<file path="config.mk">
export PLATFORM = sky130hd
export DESIGN_NAME = sclc_line_control
export DESIGN_NICKNAME = d
export VERILOG_FILES = /design/src/design/sclc_edge_capture.v /design/src/design/sclc_line_control.v
export VERILOG_INCLUDE_DIRS = /design/src /design/src/design
export SDC_FILE = /design/constraint.sdc
export NUM_CORES = 1
export LEC_CHECK = 0
export BUFFER_PORTS_ARGS = -buffer_cell sky130_fd_sc_hd__buf_2
export CORE_MARGIN = 2
export CORE_UTILIZATION = 46
export CTS_CLUSTER_DIAMETER = 40
export DETAILED_ROUTE_END_ITERATION = 8
export PLACE_DENSITY = 0.77
export SYNTH_ARGS = -nofsm -noshare
export SYNTH_HDL_FRONTEND = slang
export SYNTH_SLANG_ARGS = --single-unit
</file>
<file path="constraint.sdc">
create_clock -name clk -period 1.52 [get_ports clk]
set_input_delay 0.304 -clock clk [delete_from_list [all_inputs] [get_ports clk]]
set_output_delay 0.304 -clock clk [all_outputs]
set_load 0.1 [all_outputs]
</file>
<file path="src/design/sclc_defs.vh">
`ifndef SCLC_DEFS_VH
`define SCLC_DEFS_VH

// ****************************************
// register offsets
// ****************************************
`define SCLC_ADDR_W          16
`define SCLC_OFF_CARD_CTL    16'hfe0a
`define SCLC_OFF_EXT_CTL     16'hfe0b

// ****************************************
// card_line_control fields
// ****************************************
`define SCLC_CC_RST          7
`define SCLC_CC_IO           5
`define SCLC_CC_IOD          4
`define SCLC_CC_AUXU         3
`define SCLC_CC_AUXL         2
`define SCLC_CC_PARK         1
`define SCLC_CC_STOP         0

// ****************************************
// external_card_line_control fields
// ****************************************
`define SCLC_EC_IO           5
`define SCLC_EC_IOD          4
`define SCLC_EC_PARK         1
`define SCLC_EC_STOP         0

// ****************************************
// reset values
// ****************************************
`define SCLC_RST_CARD_CTL    8'h21
`define SCLC_RST_EXT_CTL     8'h00
`define SCLC_RDATA_NONE      8'h00

// ****************************************
// timing
// ****************************************
`define SCLC_SYNC_STAGES     2

`endif

</file>
<file path="src/design/sclc_edge_capture.v">
// ****************************************
// captures a pin level at a clock rising edge
// ****************************************
// the pin passes two flip-flops; the edge strobe is delayed by the same
// two cycles so the sampled level is the one present at the edge itself
module sclc_edge_capture #(
  parameter RESET_VAL = 1'b0
) (
  input  wire clk,
  input  wire rst_n,
  input  wire pin,
  input  wire edge_pulse,
  output reg  captured_q
);

  reg pin_s1_q;
  reg pin_s2_q;
  reg edge_d1_q;
  reg edge_d2_q;

  always @(posedge clk or negedge rst_n) begin
    if (!rst_n) begin
      pin_s1_q   <= 1'b0;
      pin_s2_q   <= 1'b0;
      edge_d1_q  <= 1'b0;
      edge_d2_q  <= 1'b0;
      captured_q <= RESET_VAL;
    end else begin
      pin_s1_q  <= pin;
      pin_s2_q  <= pin_s1_q;
      edge_d1_q <= edge_pulse;
      edge_d2_q <= edge_d1_q;
      if (edge_d2_q) begin
        captured_q <= pin_s2_q;
      end
    end
  end

endmodule

</file>
<file path="src/design/sclc_line_control.v">
// Operation
// RULE1: outside sync mode, card reset line is low when control bit is 1.
// RULE2: card reset control bit acts in every mode, including warm reset.
// RULE3: firmware keeps reset control 0 while the activation sequencer runs.
// RULE4: in sync mode reset line follows the bit uninverted; reset length ignored.
// RULE5: reading the card data bit returns the raw, unsynchronised line level.
// RULE6: in bypass mode the written data bit is the level put on the line.
// RULE7: in sync mode data bit holds line level at latest card clock rise.
// RULE8: data direction bit: 1 input, 0 output (reset default), bypass and sync.
// RULE9: auxiliary contact as output drives written bit; read returns stored bit.
// RULE10: auxiliary contact as input reads raw level; write stores, never drives.
// RULE11: stopped card clock sits at the park level bit: 1 high, 0 low.
// RULE12: in bypass mode the park level bit sets the card clock line directly.
// RULE13: clock stop bit 0 runs, 1 stops at park level; no effect in bypass.
// RULE14: external data bit reads raw pin as input, drives pin as output.
// RULE15: in sync mode external data bit holds level at latest external clock rise.
// RULE16: external direction 1 input, 0 output; ignored unless bypass or sync; code still uses it outside sync to pick pin or written bit on read.
// RULE17: external clock stop bit 0 enables, 1 disables at park level; not bypass.
// RULE18: external park level sets stopped clock level and drives line in bypass.
// RULE19: firmware sequences external clock stop and start itself over the side bus.
// RULE20: after reset card control reads 0x21 and external control reads 0x00.
// RULE21: internal sync mode hands reset, data and aux buffers to register bits.
// RULE22: external sync mode hands external data buffer to register bits.
// RULE23: bypass, sync and auto-sequence modes arrive as inputs.
// RULE24: raw pin levels reach the read mux with no synchroniser.
`include "sclc_defs.vh"

module sclc_line_control (
  input  wire                      clk,
  input  wire                      arst_n,
  input  wire [`SCLC_ADDR_W-1:0]   reg_addr,
  input  wire [7:0]                reg_wdata,
  input  wire                      reg_wr,
  input  wire                      reg_rd,
  output reg  [7:0]                reg_rdata,
  input  wire                      bypass_mode,
  input  wire                      auto_seq_mode,
  input  wire                      internal_sync_select,
  input  wire                      external_sync_select,
  input  wire                      aux_upper_dir,
  input  wire                      aux_lower_dir,
  input  wire                      seq_rst_level,
  input  wire                      int_gen_clk,
  input  wire                      ext_gen_clk,
  input  wire                      uart_io_out,
  input  wire                      uart_io_oe,
  input  wire                      uart_ext_io_out,
  input  wire                      uart_ext_io_oe,
  output reg                       card_rst,
  input  wire                      card_io_in,
  output reg                       card_io_out,
  output reg                       card_io_oe,
  input  wire                      aux_upper_in,
  output reg                       aux_upper_out,
  output reg                       aux_upper_oe,
  input  wire                      aux_lower_in,
  output reg                       aux_lower_out,
  output reg                       aux_lower_oe,
  output reg                       card_clk,
  input  wire                      ext_io_in,
  output reg                       ext_io_out,
  output reg                       ext_io_oe,
  output reg                       ext_clk
);

  // ****************************************
  // reset release
  // ****************************************
  reg                              rst_s1_q;
  reg                              rst_n;

  always @(posedge clk or negedge arst_n) begin
    if (!arst_n) begin
      rst_s1_q <= 1'b0;
      rst_n    <= 1'b0;
    end else begin
      rst_s1_q <= 1'b1;
      rst_n    <= rst_s1_q;
    end
  end

  // ****************************************
  // control registers
  // ****************************************
  reg                              rst_ctl_q;
  reg                              io_wr_q;
  reg                              io_dir_q;
  reg                              auxu_q;
  reg                              auxl_q;
  reg                              park_q;
  reg                              stop_q;
  reg                              ext_io_wr_q;
  reg                              ext_dir_q;
  reg                              ext_park_q;
  reg                              ext_stop_q;

  localparam [7:0]                 card_ctl_init = `SCLC_RST_CARD_CTL;
  localparam [7:0]                 ext_ctl_init  = `SCLC_RST_EXT_CTL;

  wire                             sel_card;
  wire                             sel_ext;
  wire                             wr_card;
  wire                             wr_ext;

  assign sel_card = (reg_addr == `SCLC_OFF_CARD_CTL);
  assign sel_ext  = (reg_addr == `SCLC_OFF_EXT_CTL);
  assign wr_card  = reg_wr & sel_card;
  assign wr_ext   = reg_wr & sel_ext;

  // RULE20: reset values
  always @(posedge clk or negedge rst_n) begin
    if (!rst_n) begin
      rst_ctl_q <= card_ctl_init[`SCLC_CC_RST];
      io_wr_q   <= card_ctl_init[`SCLC_CC_IO];
      io_dir_q  <= card_ctl_init[`SCLC_CC_IOD];
      auxu_q    <= card_ctl_init[`SCLC_CC_AUXU];
      auxl_q    <= card_ctl_init[`SCLC_CC_AUXL];
      park_q    <= card_ctl_init[`SCLC_CC_PARK];
      stop_q    <= card_ctl_init[`SCLC_CC_STOP];
    end else if (wr_card) begin
      rst_ctl_q <= reg_wdata[`SCLC_CC_RST];
      io_wr_q   <= reg_wdata[`SCLC_CC_IO];
      io_dir_q  <= reg_wdata[`SCLC_CC_IOD];
      // RULE10: stored even when input
      auxu_q    <= reg_wdata[`SCLC_CC_AUXU];
      auxl_q    <= reg_wdata[`SCLC_CC_AUXL];
      park_q    <= reg_wdata[`SCLC_CC_PARK];
      stop_q    <= reg_wdata[`SCLC_CC_STOP];
    end
  end

  always @(posedge clk or negedge rst_n) begin
    if (!rst_n) begin
      ext_io_wr_q <= ext_ctl_init[`SCLC_EC_IO];
      ext_dir_q   <= ext_ctl_init[`SCLC_EC_IOD];
      ext_park_q  <= ext_ctl_init[`SCLC_EC_PARK];
      ext_stop_q  <= ext_ctl_init[`SCLC_EC_STOP];
    end else if (wr_ext) begin
      ext_io_wr_q <= reg_wdata[`SCLC_EC_IO];
      ext_dir_q   <= reg_wdata[`SCLC_EC_IOD];
      ext_park_q  <= reg_wdata[`SCLC_EC_PARK];
      ext_stop_q  <= reg_wdata[`SCLC_EC_STOP];
    end
  end

  // ****************************************
  // mode decode
  // ****************************************
  wire                             int_direct;
  wire                             ext_direct;
  wire                             int_sync;
  wire                             ext_sync;

  // RULE23: modes come from surrounding logic
  assign int_sync   = internal_sync_select & ~bypass_mode;
  assign ext_sync   = external_sync_select & ~bypass_mode;
  // RULE21: sync mode hands buffers to register
  assign int_direct = bypass_mode | int_sync;
  // RULE22: external buffer handed over
  assign ext_direct = bypass_mode | ext_sync;

  // ****************************************
  // card reset line
  // ****************************************
  reg                              card_rst_d;

  always @* begin
    if (int_sync) begin
      // RULE4: non-inverted, sequencer ignored
      card_rst_d = rst_ctl_q;
    end else if (auto_seq_mode) begin
      // RULE3: sequencer releases only while bit is 0
      card_rst_d = ~rst_ctl_q & seq_rst_level;
    end else begin
      // RULE1: bit 1 holds reset low
      card_rst_d = ~rst_ctl_q;
    end
  end

  // ****************************************
  // card and external clocks
  // ****************************************
  reg                              card_clk_d;
  reg                              ext_clk_d;

  always @* begin
    if (bypass_mode) begin
      // RULE12: park level is the line
      card_clk_d = park_q;
    end else if (stop_q) begin
      // RULE11: parked while stopped
      card_clk_d = park_q;
    end else begin
      // RULE13: running when stop bit is 0
      card_clk_d = int_gen_clk;
    end
  end

  always @* begin
    if (bypass_mode) begin
      // RULE18: park level drives line in bypass
      ext_clk_d = ext_park_q;
    end else if (ext_stop_q) begin
      // RULE17: disabled at park level
      ext_clk_d = ext_park_q;
    end else begin
      ext_clk_d = ext_gen_clk;
    end
  end

  // ****************************************
  // data and auxiliary lines
  // ****************************************
  reg                              card_io_out_d;
  reg                              card_io_oe_d;
  reg                              ext_io_out_d;
  reg                              ext_io_oe_d;

  always @* begin
    if (int_direct) begin
      // RULE6: written bit drives the line
      card_io_out_d = io_wr_q;
      // RULE8: 1 input, 0 output
      card_io_oe_d  = ~io_dir_q;
    end else begin
      card_io_out_d = uart_io_out;
      card_io_oe_d  = uart_io_oe;
    end
  end

  always @* begin
    if (ext_direct) begin
      // RULE14: drives pin when output
      ext_io_out_d = ext_io_wr_q;
      // RULE16: the buffer uses direction only here; ext_io_rd also uses it outside sync
      ext_io_oe_d  = ~ext_dir_q;
    end else begin
      ext_io_out_d = uart_ext_io_out;
      ext_io_oe_d  = uart_ext_io_oe;
    end
  end

  // pin outputs are registered so nothing glitches at the contacts
  always @(posedge clk or negedge rst_n) begin
    if (!rst_n) begin
      card_rst      <= 1'b0;
      card_clk      <= 1'b0;
      ext_clk       <= 1'b0;
      card_io_out   <= 1'b0;
      card_io_oe    <= 1'b0;
      ext_io_out    <= 1'b0;
      ext_io_oe     <= 1'b0;
      aux_upper_out <= 1'b0;
      aux_upper_oe  <= 1'b0;
      aux_lower_out <= 1'b0;
      aux_lower_oe  <= 1'b0;
    end else begin
      // RULE2: reset bit acts in every mode
      card_rst      <= card_rst_d;
      card_clk      <= card_clk_d;
      ext_clk       <= ext_clk_d;
      card_io_out   <= card_io_out_d;
      card_io_oe    <= card_io_oe_d;
      ext_io_out    <= ext_io_out_d;
      ext_io_oe     <= ext_io_oe_d;
      // RULE9: output contacts show the stored bit
      aux_upper_out <= auxu_q;
      aux_upper_oe  <= ~aux_upper_dir;
      aux_lower_out <= auxl_q;
      aux_lower_oe  <= ~aux_lower_dir;
    end
  end

  // ****************************************
  // sync mode capture
  // ****************************************
  wire                             int_edge;
  wire                             ext_edge;
  wire                             int_cap;
  wire                             ext_cap;

  // rising edge of the clock we are about to put on the contact
  assign int_edge = int_sync & card_clk_d & ~card_clk;
  assign ext_edge = ext_sync & ext_clk_d & ~ext_clk;

  // RULE7: card data at card clock rise
  sclc_edge_capture #(
    .RESET_VAL (1'b1)
  ) u_int_cap (
    .clk        (clk),
    .rst_n      (rst_n),
    .pin        (card_io_in),
    .edge_pulse (int_edge),
    .captured_q (int_cap)
  );

  // RULE15: external data at external clock rise
  sclc_edge_capture #(
    .RESET_VAL (1'b0)
  ) u_ext_cap (
    .clk        (clk),
    .rst_n      (rst_n),
    .pin        (ext_io_in),
    .edge_pulse (ext_edge),
    .captured_q (ext_cap)
  );

  // ****************************************
  // read mux
  // ****************************************
  reg                              io_rd;
  reg                              ext_io_rd;
  reg                              auxu_rd;
  reg                              auxl_rd;
  reg  [7:0]                       rdata_d;

  // RULE24: raw pins feed the mux; values may be metastable, as documented
  always @* begin
    if (int_sync) begin
      io_rd = int_cap;
    end else begin
      // RULE5: raw line level
      io_rd = card_io_in;
    end
    if (ext_sync) begin
      ext_io_rd = ext_cap;
    end else if (ext_dir_q) begin
      // RULE14: raw pin when input
      ext_io_rd = ext_io_in;
    end else begin
      ext_io_rd = ext_io_wr_q;
    end
    // RULE10: input contacts read raw
    auxu_rd = aux_upper_dir ? aux_upper_in : auxu_q;
    auxl_rd = aux_lower_dir ? aux_lower_in : auxl_q;
  end

  always @* begin
    rdata_d = `SCLC_RDATA_NONE;
    if (sel_card) begin
      rdata_d[`SCLC_CC_RST]  = rst_ctl_q;
      rdata_d[`SCLC_CC_IO]   = io_rd;
      rdata_d[`SCLC_CC_IOD]  = io_dir_q;
      rdata_d[`SCLC_CC_AUXU] = auxu_rd;
      rdata_d[`SCLC_CC_AUXL] = auxl_rd;
      rdata_d[`SCLC_CC_PARK] = park_q;
      rdata_d[`SCLC_CC_STOP] = stop_q;
    end else if (sel_ext) begin
      rdata_d[`SCLC_EC_IO]   = ext_io_rd;
      rdata_d[`SCLC_EC_IOD]  = ext_dir_q;
      rdata_d[`SCLC_EC_PARK] = ext_park_q;
      rdata_d[`SCLC_EC_STOP] = ext_stop_q;
    end
  end

  // data stands only in the cycle after the strobe
  always @(posedge clk or negedge rst_n) begin
    if (!rst_n) begin
      reg_rdata <= `SCLC_RDATA_NONE;
    end else if (reg_rd) begin
      reg_rdata <= rdata_d;
    end else begin
      reg_rdata <= `SCLC_RDATA_NONE;
    end
  end

endmodule

</file>
==> metrics.csv <==
metric,value,unit
CP endpoint kind,primary output,
Residual DRC,0,
diodes inserted,0,
clk buf depth,2,
Synth warnings,0,
fraction of layout cells with a size suffix above 1,56.00,%
min-delay src,card_io_in,
pin count of the biggest net entering global routing,40,
Routed wire per std cell,13.67,µm
first-pass GRT wire length,4740,µm
static leakage,1.079,nW
"Largest delay share family, worst path",buffers and inverters,
Final Power,0.002107,W
top area cells in the synthesized netlist,"dfrtp_1 62%, mux2_2 12%, dfstp_2 5.1%",
Internal Power,0.001562,W
clock slew at reported path FFs,130,ps
fmax,0.6905,GHz
cells after synthesis,103,
Syn Area/Cell,15.00,µm²
H-tree depth,2,
clock root buffer,clkbuf_4,
Period minus WS final,1448,ps
DR vias/cell,4.688,
placed inst area,1936,µm²
Layout area overhead,31.50,%
CP required,1220,ps
Setup WS post-layout,71.76,ps
Synth async-reset ratio,100.0,%
number of flip-flops in the largest register,7,
CTS Buf Count,5,
register share of total power,54.3,%
clock share of power,33.5,%
Worst setup SP type,flop,
CP max FO,2,
critical path class,flop to primary output,
clock skew,12.29,ps
Slew Limit Fails,0,
synthesized area,1545,µm²
total track usage,17.59,%
Synth area leader,dfrtp_1,
PortBufs,61,
die footprint,3839,µm²
max-cap violation count,0,
"Seq/Total Area, Yosys",66.64,%
R2R Path Start,stop_q,
Syn Nets,148,
antenna violations before repair,0,
Post-DP HPWL,2302,µm
RSZ-0062 raised after global routing,false,
cell area power density,1037,nW/µm²
# setup viols final,0,
count of cell types in the netlist,24,
CP Data Arrival Time,1140,ps
Largest Register,reg_rdata,
via count,1036,
switching power,0.0005450,W
DIE HEIGHT,61.96,µm
hold crit path type,primary input to flop,
worst path cell trace,buf_2,
vias in the first global route,1064,
top_reg_cell synth,dfrtp_1,
final cycle utilization of the critical path,95.28,%
Critical Path Max Stage Delay,430,ps
RePlAce Congestion,0.7425,
Comb power frac,12.2,%
CTS tree,yes,
outcome,finished clean,
share of the synthesized area in the top cell type,61.54,%
# IOs,64,
DIE WIDTH,61.96,µm
DP Worst Slack,-173.5,ps
Clock Latency Late Sink,340,ps
Sw Ratio,25.87,%
fin area,2032,µm²
Post-synth EDFFs,0,
setup TNS,0,ps
initial drt markers,40,
core area,3284,µm²
routed wire length,3022,µm
Clock Sink Count,41,
Post-DRT Antenna Nets,0,
Initial Utilization,47.05,%
Peak VDD IR,0.5456,mV
Final Hold Fails,0,
GRT overflow,0,
WP buf/inv,1,
Slowest cell on crit path,buf_2,
row count,21,
length of the first detailed-routing pass in iterations,4,
Seq cells post-synth,41,
crit path launch,card_clk,
Final nets,219,
-- repair_timing --
item / CTS / global route
gates resized for setup: 0 / 1
hold buffers: 1 / 0
buffers inserted: 0 / 0
endpoints found under the hold margin: 2 / 0
setup endpoints to repair: 0 / 1
-- stage by stage --
step	utilization [%]	cells	hold slack [ps]
floorplan	-	103	8.409
global placement	58.93	212	89.87
detailed placement	58.93	212	90.08
CTS	61.79	221	59.62
global route	61.87	221	41.20
finish	61.87	221	71.05
-- path summary, 6_finish.rpt --
path / endpoint / slack, ps / cells after the start
setup / recovery: card_clk / 70 / 1
hold / removal: u_int_cap.pin_s1_q / 70 / 1
setup reg to reg: u_int_cap.edge_d1_q / 390 / 3
hold reg to reg: card_clk / 290 / 1
max in group asynchronous: stop_q / 880 / 1
min in group asynchronous: card_clk / 290 / 1
-- placed cells by master (no fill, tap or decap) --
cell type       n
buf_2          60
dfrtp_1        38
mux2_2         17
nor2_1          8
clkbuf_4        6
mux2i_1         5
a22o_1          3
inv_1           3
nand2_1         3
o21ai_0         3
dfstp_2         3
and4bb_2        2
and3b_1         2
nand2b_1        2
nor3b_1         2
conb_1          2
buf_4           2
and4b_2         1
and4_2          1
and3_1          1
a21oi_1         1
nand3b_1        1
o2bb2ai_1       1
and2_1          1
nand4_4         1
nor3b_4         1
clkinv_4        1
clkinvlp_4      1
bufinv_16       1
dlygate4sd3_1   1
buf_12          1
-- power by group through the flow --
stage | sequential, W | combinational (W) | clock (W)
after global routing | 0.00115 | 0.000276 | 0.000780
after floorplan | 0.00127 | 0.0000604 | 0
final | 0.00114 | 0.000256 | 0.000706
after global placement | 0.00116 | 0.000249 | 0
after detailed placement | 0.00117 | 0.000256 | 0
after CTS | 0.00115 | 0.000258 | 0.000721
-- synthesized netlist by cell type (2+ instances only) --
| cell | n |
|---|---|
| mux2i_1 | 5 |
| nand2b_1 | 2 |
| conb_1 | 2 |
| and4bb_2 | 2 |
| o21ai_0 | 3 |
| mux2_2 | 17 |
| inv_1 | 3 |
| dfrtp_1 | 38 |
| nor2_1 | 8 |
| dfstp_2 | 3 |
| nor3b_1 | 2 |
| a22o_1 | 3 |
| and3b_1 | 2 |
| nand2_1 | 3 |
-- area by class of cell --
class | count | area [µm²]
Timing Repair Buffer | 65 | 352.8
Sequential cell | 41 | 1030
Inverter | 3 | 11.26
Tap cell | 46 | 57.56
Multi-Input combinational cell | 58 | 496.7
Clock buffer | 5 | 37.54
Fill cell | 274 | 1252
Clock inverter | 3 | 46.29
-- per-layer routing --
metal | global-route usage, % | share of wire, % | vias up
li1 | - | - | 498
met1 | 20.96 | 41 | 506
met2 | 29.17 | 53 | 28
met3 | 5.176 | 3.8 | 4
met4 | 8.207 | 1.4 | 0
met5 | 0 | 0 | -
-- logic make-up after synthesis --
family | count (synthesis) | synth area share [%]
AOI/OAI and AO/OA | 8 | 3.563
and+or+nand+nor | 26 | 12.47
buffers and inverters | 4 | 1.215
other | 2 | 0.4860
DFF | 41 | 66.64
muxes | 22 | 15.63
(Power assumes the default switching activity.)
